<file path="src/common/npmc_map.svh">
// Register offsets, field positions and reset values of the power and manageability configuration loader.
// Summary of operation
// RL1: Clock removal capability reports 1b from bit 2 of the initialization word.
// RL2: While capability reads 0b, the platform keeps reference clocks running in L1, L2/3.
// RL3: Each function reports its own clock removal capability, from its own word only.
// RL4: Software permits clock removal only if every function reports 1b.
// RL5: Clock removal capability counts only where the clock request pin exists.
// RL6: Bit 1 set enables PHY smart power-down; clear leaves it disabled. The code enables it only in the base variant.
// RL7: Wake DMA gating disable stops gating in D0a with wake, manageability, or auto-read.
// RL8: D0a DMA gating disable at bit 0 keeps the DMA clock ungated in D0a.
// RL9: Mode field bits 3:2 select off (clock gated), ASF, pass-through, or advanced mode.
// RL10: Hardware ignores bits 7 and 6 of the manageability word; image keeps them zero.
// RL11: In the base variant the image sets reserved bit 0 of the initialization word.
// RL12: Advanced mode images also enable all manageability functions in word 49h.
// RL13: Both words are latched during auto-read and held until the next auto-read.
`ifndef NPMC_MAP_SVH
`define NPMC_MAP_SVH
`define NPMC_IDX_CTRL      8'h00
`define NPMC_IDX_STAT      8'h01
`define NPMC_IDX_INIT      8'h0F
`define NPMC_IDX_MNG       8'h10
`define NPMC_CTRL_RELOAD   0
`define NPMC_STAT_LOADED   0
`define NPMC_STAT_BUSY     1
`define NPMC_STAT_CLKRM    2
`define NPMC_STAT_VARIANT  3
`define NPMC_B_CLKPM       2
`define NPMC_B_SPD         1
`define NPMC_B_WDMA        1
`define NPMC_B_D0A         0
`define NPMC_F_MNG_HI      3
`define NPMC_F_MNG_LO      2
`define NPMC_INIT_RST      16'h0002
`define NPMC_MNG_RST       16'h0000
`endif

</file>
<file path="src/common/npmc_pkg.sv">
// Types and shared decode functions of the configuration loader.
`include "npmc_map.svh"
package npmc_pkg;
  typedef enum logic [3:0] {
    NPMC_ST_IDLE    = 4'b0001,
    NPMC_ST_RD_INIT = 4'b0010,
    NPMC_ST_RD_MNG  = 4'b0100,
    NPMC_ST_DONE    = 4'b1000
  } npmc_ld_state_t;

  typedef enum logic [1:0] {
    NPMC_MNG_OFF  = 2'h0,
    NPMC_MNG_ASF  = 2'h1,
    NPMC_MNG_PASS = 2'h2,
    NPMC_MNG_ADV  = 2'h3
  } npmc_mng_mode_t;

  // Extracts the mode field; bits 7 and 6 are never looked at.
  function automatic npmc_mng_mode_t npmc_mode_of(input logic [15:0] w);
    return npmc_mng_mode_t'(w[`NPMC_F_MNG_HI:`NPMC_F_MNG_LO]);
  endfunction
endpackage

</file>
<file path="src/common/npmc_cfg_if.sv">
// Interface carrying latched words, conditions and decoded controls between the loader and the decoder.
`timescale 1ns/10ps
interface npmc_cfg_if;
  logic [15:0]             init_word;
  logic [15:0]             mng_word;
  logic                    variant_ext;
  logic                    clkreq_present;
  logic                    d0a;
  logic                    wake_en;
  logic                    auto_rd;
  logic                    spd_en;
  logic                    wdma_dis;
  logic                    d0a_dis;
  logic                    mng_gate;
  npmc_pkg::npmc_mng_mode_t mng_mode;
  logic                    clk_rm_ok;
  modport src (output init_word, mng_word, variant_ext, clkreq_present, d0a, wake_en, auto_rd,
               input spd_en, wdma_dis, d0a_dis, mng_gate, mng_mode, clk_rm_ok);
  modport dec (input init_word, mng_word, variant_ext, clkreq_present, d0a, wake_en, auto_rd,
               output spd_en, wdma_dis, d0a_dis, mng_gate, mng_mode, clk_rm_ok);
endinterface

</file>
<file path="src/verilog/npmc_clk_gate_ctrl.sv">
// Decoder that turns the latched words into registered power, clock and manageability controls.
`timescale 1ns/10ps
module npmc_clk_gate_ctrl (
  input  wire logic pclk,
  input  wire logic presetn,
  npmc_cfg_if.dec   cfg
);
  import npmc_pkg::*;

  npmc_mng_mode_t mode;

  assign mode = npmc_mode_of(cfg.mng_word); // [RL10]

  // Capability and smart power-down come from the initialization word, gated by the clock request pin and by the base variant.
  always_ff @(posedge pclk or negedge presetn) begin
    if (!presetn) begin
      cfg.clk_rm_ok <= 1'b0;
      cfg.spd_en    <= 1'b0;
    end else begin
      cfg.clk_rm_ok <= cfg.init_word[`NPMC_B_CLKPM] & cfg.clkreq_present; // [RL1] [RL3] [RL5]
      cfg.spd_en    <= ~cfg.variant_ext & cfg.init_word[`NPMC_B_SPD];    // [RL6]
    end
  end

  // Gating disables apply in the extended variant, where bits 1 and 0 carry them, and wdma_dis also while in reset.
  always_ff @(posedge pclk or negedge presetn) begin
    if (!presetn) begin
      cfg.wdma_dis <= 1'b1;
      cfg.d0a_dis  <= 1'b0;
    end else begin
      cfg.wdma_dis <= cfg.variant_ext & cfg.init_word[`NPMC_B_WDMA] &
                      (cfg.auto_rd | (cfg.d0a & (cfg.wake_en | (mode != NPMC_MNG_OFF)))); // [RL7]
      cfg.d0a_dis  <= cfg.variant_ext & cfg.init_word[`NPMC_B_D0A] & cfg.d0a;            // [RL8]
    end
  end

  // Manageability mode and its clock gate.
  always_ff @(posedge pclk or negedge presetn) begin
    if (!presetn) begin
      cfg.mng_mode <= NPMC_MNG_OFF;
      cfg.mng_gate <= 1'b1;
    end else begin
      cfg.mng_mode <= mode;                   // [RL9]
      cfg.mng_gate <= (mode == NPMC_MNG_OFF); // [RL9]
    end
  end
endmodule // npmc_clk_gate_ctrl

</file>
<file path="src/verilog/npmc_sync2.sv">
// Two-flop synchroniser for the two strap pins.
`timescale 1ns/10ps
module npmc_sync2 (
  input  wire logic       pclk,
  input  wire logic       presetn,
  input  wire logic [1:0] din,
  output logic      [1:0] dout
);
  logic [1:0] meta_q;

  // The first stage feeds only the second stage.
  always_ff @(posedge pclk or negedge presetn) begin
    if (!presetn) begin
      meta_q <= 2'h0;
      dout   <= 2'h0;
    end else begin
      meta_q <= din;
      dout   <= meta_q;
    end
  end
endmodule // npmc_sync2

</file>
<file path="src/verilog/npmc_top.sv">
// Top of the configuration loader: APB slave, auto-read sequencer and latched configuration words.
//
// The implementer's own choice: the APB register port.
`timescale 1ns/10ps
module npmc_top (
  input  wire logic                     pclk,
  input  wire logic                     presetn,
  input  wire logic                     psel,
  input  wire logic                     penable,
  input  wire logic                     pwrite,
  input  wire logic [11:0]              paddr,
  input  wire logic [31:0]              pwdata,
  output logic                          pready,
  output logic      [31:0]              prdata,
  output logic                          pslverr,
  output logic                          nvm_rd_req,
  output logic      [7:0]               nvm_rd_addr,
  input  wire logic                     nvm_rd_ack,
  input  wire logic [15:0]              nvm_rd_data,
  input  wire logic                     d0a_active,
  input  wire logic                     wake_enabled,
  input  wire logic                     clkreq_strap,
  input  wire logic                     variant_strap,
  output logic                          cfg_loaded,
  output logic                          clk_removal_ok,
  output logic                          phy_spd_en,
  output logic                          wake_dma_gate_dis,
  output logic                          dma_gate_dis,
  output logic                          mng_clk_gate,
  output npmc_pkg::npmc_mng_mode_t      manageability_mode_select
);
  import npmc_pkg::*;

  npmc_ld_state_t state_q;
  npmc_ld_state_t state_d;
  logic [15:0]    init_power_clock_control_q;
  logic [15:0]    manageability_config_word_q;
  logic           start_q;
  logic           loaded_q;
  logic [1:0]     strap_sync;
  logic           setup_ph;
  logic           wr_reload;
  logic [31:0]    rd_mux;
  logic           rd_hit;

  npmc_cfg_if cfg ();

  // Word address to byte address match on the APB bus.
  function automatic logic reg_hit(input logic [11:0] a, input logic [7:0] idx);
    return a == {2'b00, idx, 2'b00};
  endfunction

  // Strap pins come from outside the clock domain.
  npmc_sync2 u_sync (
    .pclk    (pclk),
    .presetn (presetn),
    .din     ({variant_strap, clkreq_strap}),
    .dout    (strap_sync)
  );

  assign cfg.init_word      = init_power_clock_control_q;
  assign cfg.mng_word       = manageability_config_word_q;
  assign cfg.clkreq_present = strap_sync[0];
  assign cfg.variant_ext    = strap_sync[1];
  assign cfg.d0a            = d0a_active;
  assign cfg.wake_en        = wake_enabled;
  assign cfg.auto_rd        = (state_q == NPMC_ST_RD_INIT) || (state_q == NPMC_ST_RD_MNG);

  npmc_clk_gate_ctrl u_dec (
    .pclk    (pclk),
    .presetn (presetn),
    .cfg     (cfg.dec)
  );

  // Decoded controls leave the block straight from the decoder's flops.
  assign clk_removal_ok            = cfg.clk_rm_ok;
  assign phy_spd_en                = cfg.spd_en;
  assign wake_dma_gate_dis         = cfg.wdma_dis;
  assign dma_gate_dis              = cfg.d0a_dis;
  assign mng_clk_gate              = cfg.mng_gate;
  assign manageability_mode_select = cfg.mng_mode;
  assign cfg_loaded                = loaded_q;

  assign setup_ph  = psel & ~penable;
  assign wr_reload = psel & penable & pready & pwrite & reg_hit(paddr, `NPMC_IDX_CTRL) &
                     pwdata[`NPMC_CTRL_RELOAD];

  // Read data selection; unmapped addresses are flagged as errors.
  always_comb begin
    rd_mux = 32'h0000_0000;
    rd_hit = 1'b1;
    if (reg_hit(paddr, `NPMC_IDX_CTRL)) begin
      rd_mux[`NPMC_CTRL_RELOAD] = start_q;
    end else if (reg_hit(paddr, `NPMC_IDX_STAT)) begin
      rd_mux[`NPMC_STAT_LOADED]  = loaded_q;
      rd_mux[`NPMC_STAT_BUSY]    = cfg.auto_rd;
      rd_mux[`NPMC_STAT_CLKRM]   = cfg.clk_rm_ok;
      rd_mux[`NPMC_STAT_VARIANT] = cfg.variant_ext;
    end else if (reg_hit(paddr, `NPMC_IDX_INIT)) begin
      rd_mux[15:0] = init_power_clock_control_q;
    end else if (reg_hit(paddr, `NPMC_IDX_MNG)) begin
      rd_mux[15:0] = manageability_config_word_q;
    end else begin
      rd_hit = 1'b0;
    end
  end

  // Zero-wait APB answer: ready, data and error are prepared in the setup cycle.
  always_ff @(posedge pclk or negedge presetn) begin
    if (!presetn) begin
      pready  <= 1'b0;
      prdata  <= 32'h0000_0000;
      pslverr <= 1'b0;
    end else begin
      pready  <= setup_ph;
      prdata  <= (setup_ph & ~pwrite) ? rd_mux : 32'h0000_0000;
      pslverr <= setup_ph & ~rd_hit;
    end
  end

  // Pending auto-read: armed by reset, re-armed by software; a new request wins over the clear.
  always_ff @(posedge pclk or negedge presetn) begin
    if (!presetn) begin
      start_q <= 1'b1;
    end else begin
      start_q <= wr_reload | (start_q & (state_q != NPMC_ST_IDLE)); // [RL13]
    end
  end

  // Sequencer next state.
  always_comb begin
    state_d = state_q;
    unique case (state_q)
      NPMC_ST_IDLE: begin
        if (start_q) begin
          state_d = NPMC_ST_RD_INIT;
        end
      end
      NPMC_ST_RD_INIT: begin
        if (nvm_rd_ack) begin
          state_d = NPMC_ST_RD_MNG;
        end
      end
      NPMC_ST_RD_MNG: begin
        if (nvm_rd_ack) begin
          state_d = NPMC_ST_DONE;
        end
      end
      NPMC_ST_DONE: begin
        state_d = NPMC_ST_IDLE;
      end
      default: begin
        state_d = NPMC_ST_IDLE;
      end
    endcase
  end

  always_ff @(posedge pclk or negedge presetn) begin
    if (!presetn) begin
      state_q <= NPMC_ST_IDLE;
    end else begin
      state_q <= state_d;
    end
  end

  // Read request towards the memory, held with its address until acknowledged.
  always_ff @(posedge pclk or negedge presetn) begin
    if (!presetn) begin
      nvm_rd_req  <= 1'b0;
      nvm_rd_addr <= 8'h00;
    end else if (state_q == NPMC_ST_IDLE && start_q) begin
      nvm_rd_req  <= 1'b1;
      nvm_rd_addr <= `NPMC_IDX_INIT;
    end else if (state_q == NPMC_ST_RD_INIT && nvm_rd_ack) begin
      nvm_rd_addr <= `NPMC_IDX_MNG;
    end else if (state_q == NPMC_ST_RD_MNG && nvm_rd_ack) begin
      nvm_rd_req  <= 1'b0;
    end
  end

  // Words are captured only on their acknowledge and otherwise held.
  always_ff @(posedge pclk or negedge presetn) begin
    if (!presetn) begin
      init_power_clock_control_q  <= `NPMC_INIT_RST;
      manageability_config_word_q <= `NPMC_MNG_RST;
    end else begin
      if (state_q == NPMC_ST_RD_INIT && nvm_rd_ack) begin
        init_power_clock_control_q <= nvm_rd_data;  // [RL13]
      end
      if (state_q == NPMC_ST_RD_MNG && nvm_rd_ack) begin
        manageability_config_word_q <= nvm_rd_data; // [RL13]
      end
    end
  end

  // Loaded flag rises once both words are in and stays until reset.
  always_ff @(posedge pclk or negedge presetn) begin
    if (!presetn) begin
      loaded_q <= 1'b0;
    end else if (state_q == NPMC_ST_RD_MNG && nvm_rd_ack) begin
      loaded_q <= 1'b1;
    end
  end
endmodule // npmc_top
</file>
<file path="config.mk">
export PLATFORM = sky130hd
export DESIGN_NAME = npmc_top
export DESIGN_NICKNAME = d
export VERILOG_FILES = /design/src/common/npmc_pkg.sv /design/src/common/npmc_cfg_if.sv /design/src/verilog/npmc_clk_gate_ctrl.sv /design/src/verilog/npmc_sync2.sv /design/src/verilog/npmc_top.sv
export VERILOG_INCLUDE_DIRS = /design/src /design/src/common
export SDC_FILE = /design/constraint.sdc
export NUM_CORES = 1
export LEC_CHECK = 0
export BUFFER_PORTS_ARGS = -buffer_cell sky130_fd_sc_hd__buf_2
export CAP_MARGIN = 20
export CORE_MARGIN = 3
export CORE_UTILIZATION = 43
export CTS_CLUSTER_SIZE = 24
export DETAILED_ROUTE_END_ITERATION = 8
export PLACE_DENSITY_LB_ADDON = 0.1
export SLEW_MARGIN = 20
export SYNTH_ARGS = -nofsm -noshare
export SYNTH_HDL_FRONTEND = slang
export SYNTH_SLANG_ARGS = --single-unit
</file>
<file path="constraint.sdc">
create_clock -name pclk -period 1.5 [get_ports pclk]
set_input_delay 0.075 -clock pclk [delete_from_list [all_inputs] [get_ports pclk]]
set_output_delay 0.075 -clock pclk [all_outputs]
set_load 0.02 [all_outputs]
</file>
==> reports/qor.txt, run 1 <==
Run status: complete, no violations
Num Clock Sinks: 70
Max cap viols: 0
Worst Path Required: 1.72 ns
CP max stage delay: 0.59 ns
Min Tclk post-route: 1.438 ns
Antenna viol nets, final: 0
Synth cell types: 37
Sequential fraction of the synthesis area: 59.61%
Nets: 410
Total Wirelength: 6333 um
Leak: 1.977 nW
R2R setup slack: 0.11 ns
CP Launch Type: input port
Clock transition at path regs: 0.07 ns
Synthesized flop and latch total: 70
Post-CTS Setup Bufs: 0
Routed length per placed instance: 15.01 um
Hold Path Class: in -> reg
DRC Markers: 0
Crit-path cells: buf_2 > or4_4 > or4_4 > o21ai_0 > a31oi_1
Core area: 0.006495 mm2
Cell count of the worst reg-to-reg path: 3
Max H-tree Level: 3
GRT overflow: 0
Vias/cell: 5.040
WP buf/inv: 1
DRT iter0 DRCs: 103
Slew Viols, Final: 0
Maximum buffer depth of the clock tree: 2
Most common cell after layout, fill and taps aside: buf_2
Dpl hpwl: 4331 um
Pre-Repair DR Iteration Count: 5
Fillers: 560
FP Rows: 29
Setup violators final: 0
CTS tree: done
Top-level I/O count: 121
Starting Density: 45.41%
Final Skew: 0.008829 ns
Critical Path Slowest Stage Cell: or4_4
Via count: 2127
Number of global-route vias before repair: 2084
Critical path's most frequent cell: or4_4
Final Util: 58.93%
Area grow syn2layout: 29.78%
CTS buffer count: 9
Hold Path Sink: pready
Initial antenna violation count: 0
RSZ-0062 raised after global routing: false
Clk_lat worst skew: 0.35 ns
First-pass GRT wire length: 10100 um
Die area: 0.007888 mm2
Share of layout cells above drive strength 1: 42.32%
Most frequent cells in the layout: buf_2 (70), dfrtp_1 (65), mux2_2 (32)
CP Capture Type: flip-flop
Hold Path Origin: psel
Worst Hold Depth: 3
GRT Total Usage: 17.20%
Worst flop-to-flop path endpoint: cfg.init_word[4]
Synth Cell Area: 0.002949 mm2
Mean area per synthesized cell: 12.44 um2
Reg2reg start: state_q[0]
Placer's final routability congestion estimate: 0.8529
Critical Path AT: 1.66 ns
Fmax: 695.4 MHz
Largest net degree at the start of global routing: 71
IO buf count: 70
WS Path Type: in -> reg
Post-route setup TNS: 0 ns
CP max FO: 7
Final Hold Fails: 0
Max rail drop VDD: 0.0005682 V
Die W: 88.82 um
Mapped Cells: 237
Diode count: 0
Power per cell area: 956.9 mW/mm2
Top cell family by delay on the critical path: simple AND/OR/NAND/NOR gates
Root Driver: clkbuf_8
Yosys warns: 0
Chip height: 88.82 um
Tcrit/Tclk final: 95.87%
flip-flops by register name (all words and copies together) (netlist names):
signal               cells
state_q                  4
pslverr                  1
u_dec.cfg.wdma_dis       1
pready                   1
u_dec.cfg.mng_mode       2
nvm_rd_addr              2
u_sync.meta_q            2
cfg_loaded               1
u_dec.cfg.mng_gate       1
u_dec.cfg.spd_en         1
u_dec.cfg.clk_rm_ok      1
cfg.mng_word            16
start_q                  1
u_dec.cfg.d0a_dis        1
cfg.init_word           16
nvm_rd_req               1
u_sync.dout              2
prdata                  16
per-stage QoR:
stage / hold WS [ns] / worst slack (ns) / instance area, um2 / cells / power (mW)
finish: 0.04723 / 0.06192 / 3827 / 422 / 3.662
floorplan: -0.2206 / -0.2642 / 3052 / 255 / 2.056
detailed placement: 0.1262 / -0.2887 / 3417 / 385 / 2.145
global placement: 0.1249 / -0.2633 / 3417 / 385 / 2.143
global route: 0.04819 / 0.02423 / 3827 / 422 / 3.823
CTS: 0.02763 / 0.07742 / 3827 / 422 / 3.704
synth_stat cells:
cell      number  area share (%)
and3_1         2            0.42
nor4_2         2            0.85
inv_1          4            0.51
conb_1         1            0.13
mux2_2        32              12
a22oi_1        2            0.51
mux2i_1        1            0.34
dfstp_2        5             4.5
or4_1          2            0.51
nand3_1        7             1.2
nor2b_1        5             1.1
buf_4         23             5.9
nand2b_1       3            0.64
o21ai_0        1            0.17
nand4_1        1            0.21
buf_2          2            0.34
nand2_1        8             1.0
or3_1          2            0.42
a32oi_1       13             3.9
and4b_1        1            0.34
clkbuf_1       5            0.64
or2_2          1            0.21
and2_1         1            0.21
a21oi_1        5            0.85
or4_4          1            0.38
nor4_1         3            0.64
nor2_1        21             2.7
buf_6          1            0.38
a21o_1         4             1.0
o311ai_1       1            0.30
a31oi_1        2            0.42
nand3b_1       1            0.25
nor3b_1        1            0.25
o21a_1         1            0.25
nand4b_1       1            0.30
nor3_1         6             1.0
dfrtp_1       65              55
report_power, final:
part           switching (mW)  total [mW]  internal [mW]  leakage, nW
clock                   0.701        1.51          0.813       0.0955
sequential            0.00328        1.90           1.90        0.939
combinational           0.150       0.250          0.100        0.943
total                   0.854        3.66           2.81         1.98
cell type report:
cell class / count / area, um2 / share of cell area, %
timing repair buffer: 105 / 703.2 / 18.37
inverter: 4 / 15.01 / 0.3923
sequential: 70 / 1758 / 45.93
clock buffer: 11 / 141.4 / 3.694
clock inverter: 5 / 58.81 / 1.536
tap: 77 / 96.34 / 2.517
multi-input combinational: 150 / 1055 / 27.56
tightest hold or removal path: stages:
cell and delay [ns]:
buf_2 0.09, nand2b_1 0.10, inv_1 0.09
worst max path at each step:
| stage | to | cells past startpoint | startpoint | slack [ns] |
|---|---|---|---|---|
| detailed placement | prdata[3] | 5 | paddr[11] | -0.29 |
| floorplan | prdata[0] | 6 | paddr[11] | -0.26 |
| finish | prdata[3] | 5 | paddr[11] | 0.06 |
| global placement | prdata[3] | 5 | paddr[11] | -0.26 |
| global route | prdata[0] | 5 | paddr[11] | 0.02 |
| CTS | prdata[3] | 5 | paddr[11] | 0.08 |
routing by layer:
layer | up-vias | track usage, % | wire length [um]
met4 | 0 | 7.418 | 107
met5 | - | 0 | 0
met1 | 1030 | 22.53 | 2797
met3 | 11 | 4.842 | 359
li1 | 1013 | - | -
met2 | 73 | 26.79 | 3069
logic make-up after synthesis:
family	count (synthesis)	share of synthesized area (%)
flops	70	59.61
buf+inv	35	7.722
mux	33	12.56
other cells	1	0.1272
simple gates	69	12.60
compound gates	29	7.382
repair_timing:
item                      in CTS  in global routing
gates resized for setup        0                  0
hold buffers                  21                  0
hold endpoints to repair     102                  0
Note: power is estimated with default switching activity, not from simulation.
==> run 2: changes to the inputs <==
--- a/config.mk
+++ b/config.mk
@@ -8,11 +8,11 @@
 export LEC_CHECK = 0
 export BUFFER_PORTS_ARGS = -buffer_cell sky130_fd_sc_hd__buf_2
 export CAP_MARGIN = 20
-export CORE_MARGIN = 3
 export CORE_UTILIZATION = 43
-export CTS_CLUSTER_SIZE = 24
+export CTS_CLUSTER_SIZE = 16
 export DETAILED_ROUTE_END_ITERATION = 8
 export PLACE_DENSITY_LB_ADDON = 0.1
+export RECOVER_POWER = 100
 export SLEW_MARGIN = 20
 export SYNTH_ARGS = -nofsm -noshare
 export SYNTH_HDL_FRONTEND = slang
==> run 2 against run 1 <==
  * Worst hold slack worse by 0.0017 ns
  * Worst setup slack worse by 0.013 ns
  * Combinational power up 7%
  * Sequential share of layout area down 0.72 points
  * Non-clock buffer count up 6
  * Final area up 1.6%
  * Global-route usage up 2.0 points
  * First-iteration DRC count up 48%
  * Routed wire length up 0.93%
  * The run now ends with design-rule violations left
  * Power up 3.5%
==> reports/qor.txt, run 2 (same netlist as run 1, synthesis figures left out) <==
Pre-Repair DR Iteration Count: 7 (+2)
Chip height: 84.82 um (-4.5%)
RSZ-0062 raised after global routing: false
Clock transition at path regs: 0.07 ns (about the same)
Min Tclk post-route: 1.451 ns (+0.01276 ns)
Max H-tree Level: 3 (unchanged)
Leak: 1.902 nW (-3.8%)
Worst Path Required: 1.71 ns (about the same)
WS Path Type: in -> reg
Setup violators final: 0 (unchanged)
Via count: 2173 (+2.2%)
First-pass GRT wire length: 10450 um (+3.5%)
Placer's final routability congestion estimate: 0.8993 (+5.4%)
Critical Path Slowest Stage Cell: or4_4
CTS buffer count: 9 (unchanged)
Top-level I/O count: 121 (unchanged)
Final Util: 59.87% (+0.94 points)
Critical path's most frequent cell: or4_4
Root Driver: clkbuf_8
Clk_lat worst skew: 0.34 ns (about the same)
CP Capture Type: flip-flop
Die W: 84.82 um (-4.5%)
GRT Total Usage: 19.22% (+2.0 points)
Worst Tran Pin Value: 1.092 ns
Slew Viols, Final: 0 (unchanged)
Total Wirelength: 6392 um (+0.93%)
Crit-path cells: buf_2 > or4_4 > or4_4 > o311ai_1 > a31oi_1
Final Hold Fails: 0 (unchanged)
Power per cell area: 975.2 mW/mm2 (+1.9%)
Nets: 416 (+1.5%)
IO buf count: 70 (unchanged)
Most common cell after layout, fill and taps aside: dfrtp_1
Slew headroom: 27.18%
Most frequent cells in the layout: dfrtp_1 (65), buf_2 (37), clkbuf_1 (34)
WHS: 0.04548 ns (-0.001748 ns)
Routed length per placed instance: 14.93 um (-0.48%)
Largest net degree at the start of global routing: 25 (-65%)
Hold Path Class: in -> reg
Post-route setup TNS: 0 ns (unchanged)
Max cap viols: 0 (unchanged)
Fmax: 689.3 MHz (-0.88%)
Tcrit/Tclk final: 96.72% (+0.85 points)
Fillers: 571 (+2.0%)
Critical Path AT: 1.66 ns (about the same)
Max rail drop VDD: 0.0005740 V (+1.0%)
CP max stage delay: 0.59 ns (about the same)
FP Rows: 29 (unchanged)
CP Launch Type: input port
Multi-input logic area: 0.001064 mm2 (+0.83%)
Initial antenna violation count: 0 (unchanged)
R2R setup slack: 0.07 ns (-0.04 ns)
Post-CTS Setup Bufs: 0 (unchanged)
DRT iter0 DRCs: 152 (+48%)
DRC Markers: 10 (+10)
Final Skew: 0.009863 ns (+0.001034 ns)
Vias/cell: 5.077 (+0.73%)
Run status: finished, violations left
Num Clock Sinks: 70 (unchanged)
Maximum buffer depth of the clock tree: 2 (unchanged)
Post-layout power: 3.792 mW (+3.5%)
CTS tree: done
Core area: 0.006495 mm2 (unchanged)
Seq. cell area: 0.001758 mm2 (unchanged)
Number of global-route vias before repair: 2185 (+4.8%)
Diode count: 0 (unchanged)
Area grow syn2layout: 31.86%
GRT overflow: 0 (unchanged)
Share of layout cells above drive strength 1: 33.62% (-8.7 points)
Antenna viol nets, final: 0 (unchanged)
CP max FO: 7 (unchanged)
Die area: 0.007194 mm2 (-8.8%)
Starting Density: 45.41% (unchanged)
Violated checks: design-rule violations
Dpl hpwl: 4416 um (+2.0%)
run 2: worst paths after layout:
path                       depth (start not counted)                  to              from
max                                                5           prdata[0]         paddr[11]
min                                                3              pready              psel
max reg2reg                                        3   cfg.init_word[11]        state_q[0]
min reg2reg                                        0      u_sync.dout[1]  u_sync.meta_q[1]
max in group asynchronous                          3  u_dec.cfg.mng_gate           presetn
min in group asynchronous                          2           prdata[2]           presetn
run 2: layer usage:
layer | up-vias | part of all wire, % | track usage (%)
li1 | 1034 | - | -
met1 | 1039 | 43 | 24.01
met2 | 87 | 50 | 31.86
met3 | 13 | 5.1 | 3.988
met4 | 0 | 2.1 | 9.861
met5 | - | 0 | 0
run 2: repair_timing:
action,in CTS,in global routing
setup endpoints to repair,0,3
hold buffers,21,0
hold endpoints to repair,50,0
resized for setup,0,2
run 2: through the flow:
stage	instances	worst slack (ns)	instance area [um2]
final	428	0.04916	3889
after global routing	428	0.01355	3889
after CTS	428	0.05019	3924
after detailed placement	391	-0.3118	3500
after global placement	391	-0.3149	3500
after floorplan	255	-0.2642	3052
run 2: critical path: cells and delay by family:
kind            cells  cell delay (ns)
compound gates      2             0.35
buf+inv             1             0.10
simple gates        2             1.13
run 2: cell type report:
cell class              instances  share of cell area [%]
clock buffers                  10                   3.282
inverters                       4                  0.3861
multi-input cells             150                   27.35
clock inverters                 6                   2.220
flip-flops and latches         70                   45.21
repair buffers                111                   19.08
well taps                      77                   2.477
run 2: report_power, final:
part | internal (mW) | switching, mW
sequential | 1.89 | 0.00329
combinational | 0.111 | 0.157
clock | 0.933 | 0.693
total | 2.94 | 0.853
==> run 3: changes to the inputs <==
--- a/config.mk
+++ b/config.mk
@@ -8,7 +8,7 @@
 export LEC_CHECK = 0
 export BUFFER_PORTS_ARGS = -buffer_cell sky130_fd_sc_hd__buf_2
 export CAP_MARGIN = 20
-export CORE_UTILIZATION = 43
+export CORE_UTILIZATION = 48
 export CTS_CLUSTER_SIZE = 16
 export DETAILED_ROUTE_END_ITERATION = 8
 export PLACE_DENSITY_LB_ADDON = 0.1
==> constraint.sdc (replaced) <==
create_clock -name pclk -period 1.42 [get_ports pclk]
set_input_delay 0.071 -clock pclk [delete_from_list [all_inputs] [get_ports pclk]]
set_output_delay 0.071 -clock pclk [all_outputs]
set_load 0.02 [all_outputs]
==> run 3 against run 2 <==
  * The run ends with design-rule violations, negative setup slack left
  * Non-clock buffer count decreased by 1
  * Power increased by 2.3%
  * Die area decreased by 10%
  * Final area increased by 0.13%
  * Global-route usage increased by 1.9 points
  * Cell count decreased by 0.70%
  * Utilization increased by 5.9 points
  * Combinational power increased by 4%
  * Critical endpoint unchanged
  * Highest routed layer unchanged
==> reports/qor.txt, run 3 (same netlist as run 1, synthesis figures left out) <==
Placer's final routability congestion estimate: 0.9469 (+5.3%)
Worst setup path start: paddr[11]
Most common cell after layout, fill and taps aside: dfrtp_1
Area grow syn2layout: 32.03%
DRC Markers: 1 (-9)
Worst flop-to-flop path endpoint: cfg.init_word[9]
Antenna viol nets, final: 0 (unchanged)
CP Capture Type: flip-flop
Pre-Repair DR Iteration Count: 6 (-1)
Cell count of the worst reg-to-reg path: 3 (unchanged)
Die area: 0.006462 mm2 (-10%)
Clock transition at path regs: 0.06 ns (about the same)
Initial antenna violation count: 0 (unchanged)
Multi-input logic area: 0.001105 mm2 (+3.9%)
Leak: 1.906 nW (+0.24%)
Maximum buffer depth of the clock tree: 2 (unchanged)
Total Wirelength: 6259 um (-2.1%)
Power per cell area: 996.8 mW/mm2 (+2.2%)
Num Clock Sinks: 70 (unchanged)
Nets: 415 (-0.24%)
Largest net degree at the start of global routing: 35 (+40%)
Run status: finished, violations left
Critical Path AT: 1.64 ns (-0.02 ns)
CP endpoint: prdata[0]
Share of layout cells above drive strength 1: 34.57% (+0.95 points)
Starting Density: 49.81% (+4.4 points)
Max cap viols: 0 (unchanged)
FP Rows: 28 (-3.4%)
Chip height: 80.39 um (-5.2%)
WHS: 0.06875 ns (+0.02326 ns)
Fmax: 699.3 MHz
Final Worst Setup Slack: -0.009969 ns (-0.05913 ns)
Setup violators final: 1 (+1)
Slew headroom: 64.03% (+37 points)
Violated checks: design-rule violations, negative setup slack
Min Tclk post-route: 1.430 ns
Seq. cell area: 0.001758 mm2 (unchanged)
GRT overflow: 0 (unchanged)
CP max FO: 7 (unchanged)
DRT iter0 DRCs: 115 (-24%)
IO buf count: 70 (unchanged)
Final Skew: 0.008699 ns (-0.001164 ns)
Hold Path Class: in -> reg
Most frequent cells in the layout: dfrtp_1 (65), buf_2 (36), clkbuf_1 (34)
CTS buffer count: 9 (unchanged)
Vias/cell: 5.148 (+1.4%)
Core area: 0.005921 mm2 (-8.8%)
Tcrit/Tclk final: 100.7%
DP Cell Count: 388 (-0.77%)
Worst Path Required: 1.63 ns (-0.08 ns)
WS Path Type: in -> reg
Diode count: 0 (unchanged)
Fillers: 503 (-12%)
Number of global-route vias before repair: 2079 (-4.9%)
GRT Total Usage: 21.08% (+1.9 points)
Clk_lat worst skew: 0.34 ns (about the same)
Worst Tran Pin Value: 0.5354 ns (-0.5569 ns)
Max H-tree Level: 3 (unchanged)
RSZ-0062 raised after global routing: true
First-pass GRT wire length: 9867 um (-5.6%)
Root Driver: clkbuf_8
Final Hold Fails: 0 (unchanged)
Max rail drop VDD: 0.0007800 V (+36%)
Top-level I/O count: 121 (unchanged)
Reg2reg start: state_q[0]
Slew Viols, Final: 0 (unchanged)
Die W: 80.39 um (-5.2%)
R2R setup slack: 0.04 ns (-0.03 ns)
Final Non-Filler Cells: 425 (-0.70%)
Routed length per placed instance: 14.73 um (-1.4%)
CP Launch Type: input port
CTS tree: done
Dpl hpwl: 4332 um (-1.9%)
Via count: 2188 (+0.69%)
==> run 3: worst min path at each step <==
| stage | from | endpoint | slack, ns | cells past startpoint |
|---|---|---|---|---|
| 4_1_cts | psel | pready | 0.03 | 3 |
| 5_1_grt | psel | pready | 0.08 | 3 |
| 3_5_place_dp | presetn | prdata[3] | 0.08 | 1 |
| 6_report | psel | pready | 0.07 | 3 |
| 2_1_floorplan | presetn | cfg.init_word[0] | -0.22 | 0 |
| 3_3_place_gp | presetn | prdata[3] | 0.07 | 1 |
==> run 3: critical path, cell delays in order <==
cell and delay (ns):
buf_6 0.09, or4_4 0.56, or4_4 0.57, o311ai_2 0.27
a31oi_1 0.08
==> run 3: area by class of cell <==
| class | count | share of cell area (%) |
|---|---|---|
| clock buffers | 13 | 4.081 |
| clock inverters | 3 | 1.093 |
| inverters | 4 | 0.3856 |
| multi-input cells | 150 | 28.37 |
| flip-flops and latches | 70 | 45.15 |
| well taps | 75 | 2.410 |
| repair buffers | 110 | 18.51 |
==> run 3: power by group <==
| part | internal (mW) | switching [mW] |
|---|---|---|
| clock | 0.906 | 0.692 |
| sequential | 2.00 | 0.00330 |
| combinational | 0.110 | 0.168 |
| total | 3.02 | 0.863 |
==> run 3: metal layers <==
layer  track usage [%]  wire length (um)
met2             33.90              3073
met1             26.99              2725
met3             5.341               377
met4             8.929                82
met5                 0                 0
==> run 3: through the flow <==
| stage | setup slack (ns) | instance area (um2) | utilization, % | power [mW] | TNS [ns] |
|---|---|---|---|---|---|
| after global placement | -0.4064 | 3490 | 58.94 | 2.278 | -6.131 |
| final | -0.009969 | 3894 | 65.77 | 3.881 | -0.009969 |
| after global routing | -0.007120 | 3894 | 65.77 | 4.033 | -0.02104 |
| after detailed placement | -0.4164 | 3490 | 58.94 | 2.281 | -6.605 |
| after floorplan | -0.3402 | 3060 | - | 2.172 | -5.725 |
| after CTS | 0.006569 | 3901 | 65.89 | 3.917 | 0 |
==> run 3: repair_timing <==
item | 4_1_cts | 5_1_grt
hold buffers | 21 | 0
gates resized for setup | 1 | 10
pin swaps | 1 | 2
endpoints found under the hold margin | 54 | 0
setup endpoints to repair | 16 | 36
buffers inserted | 0 | 0
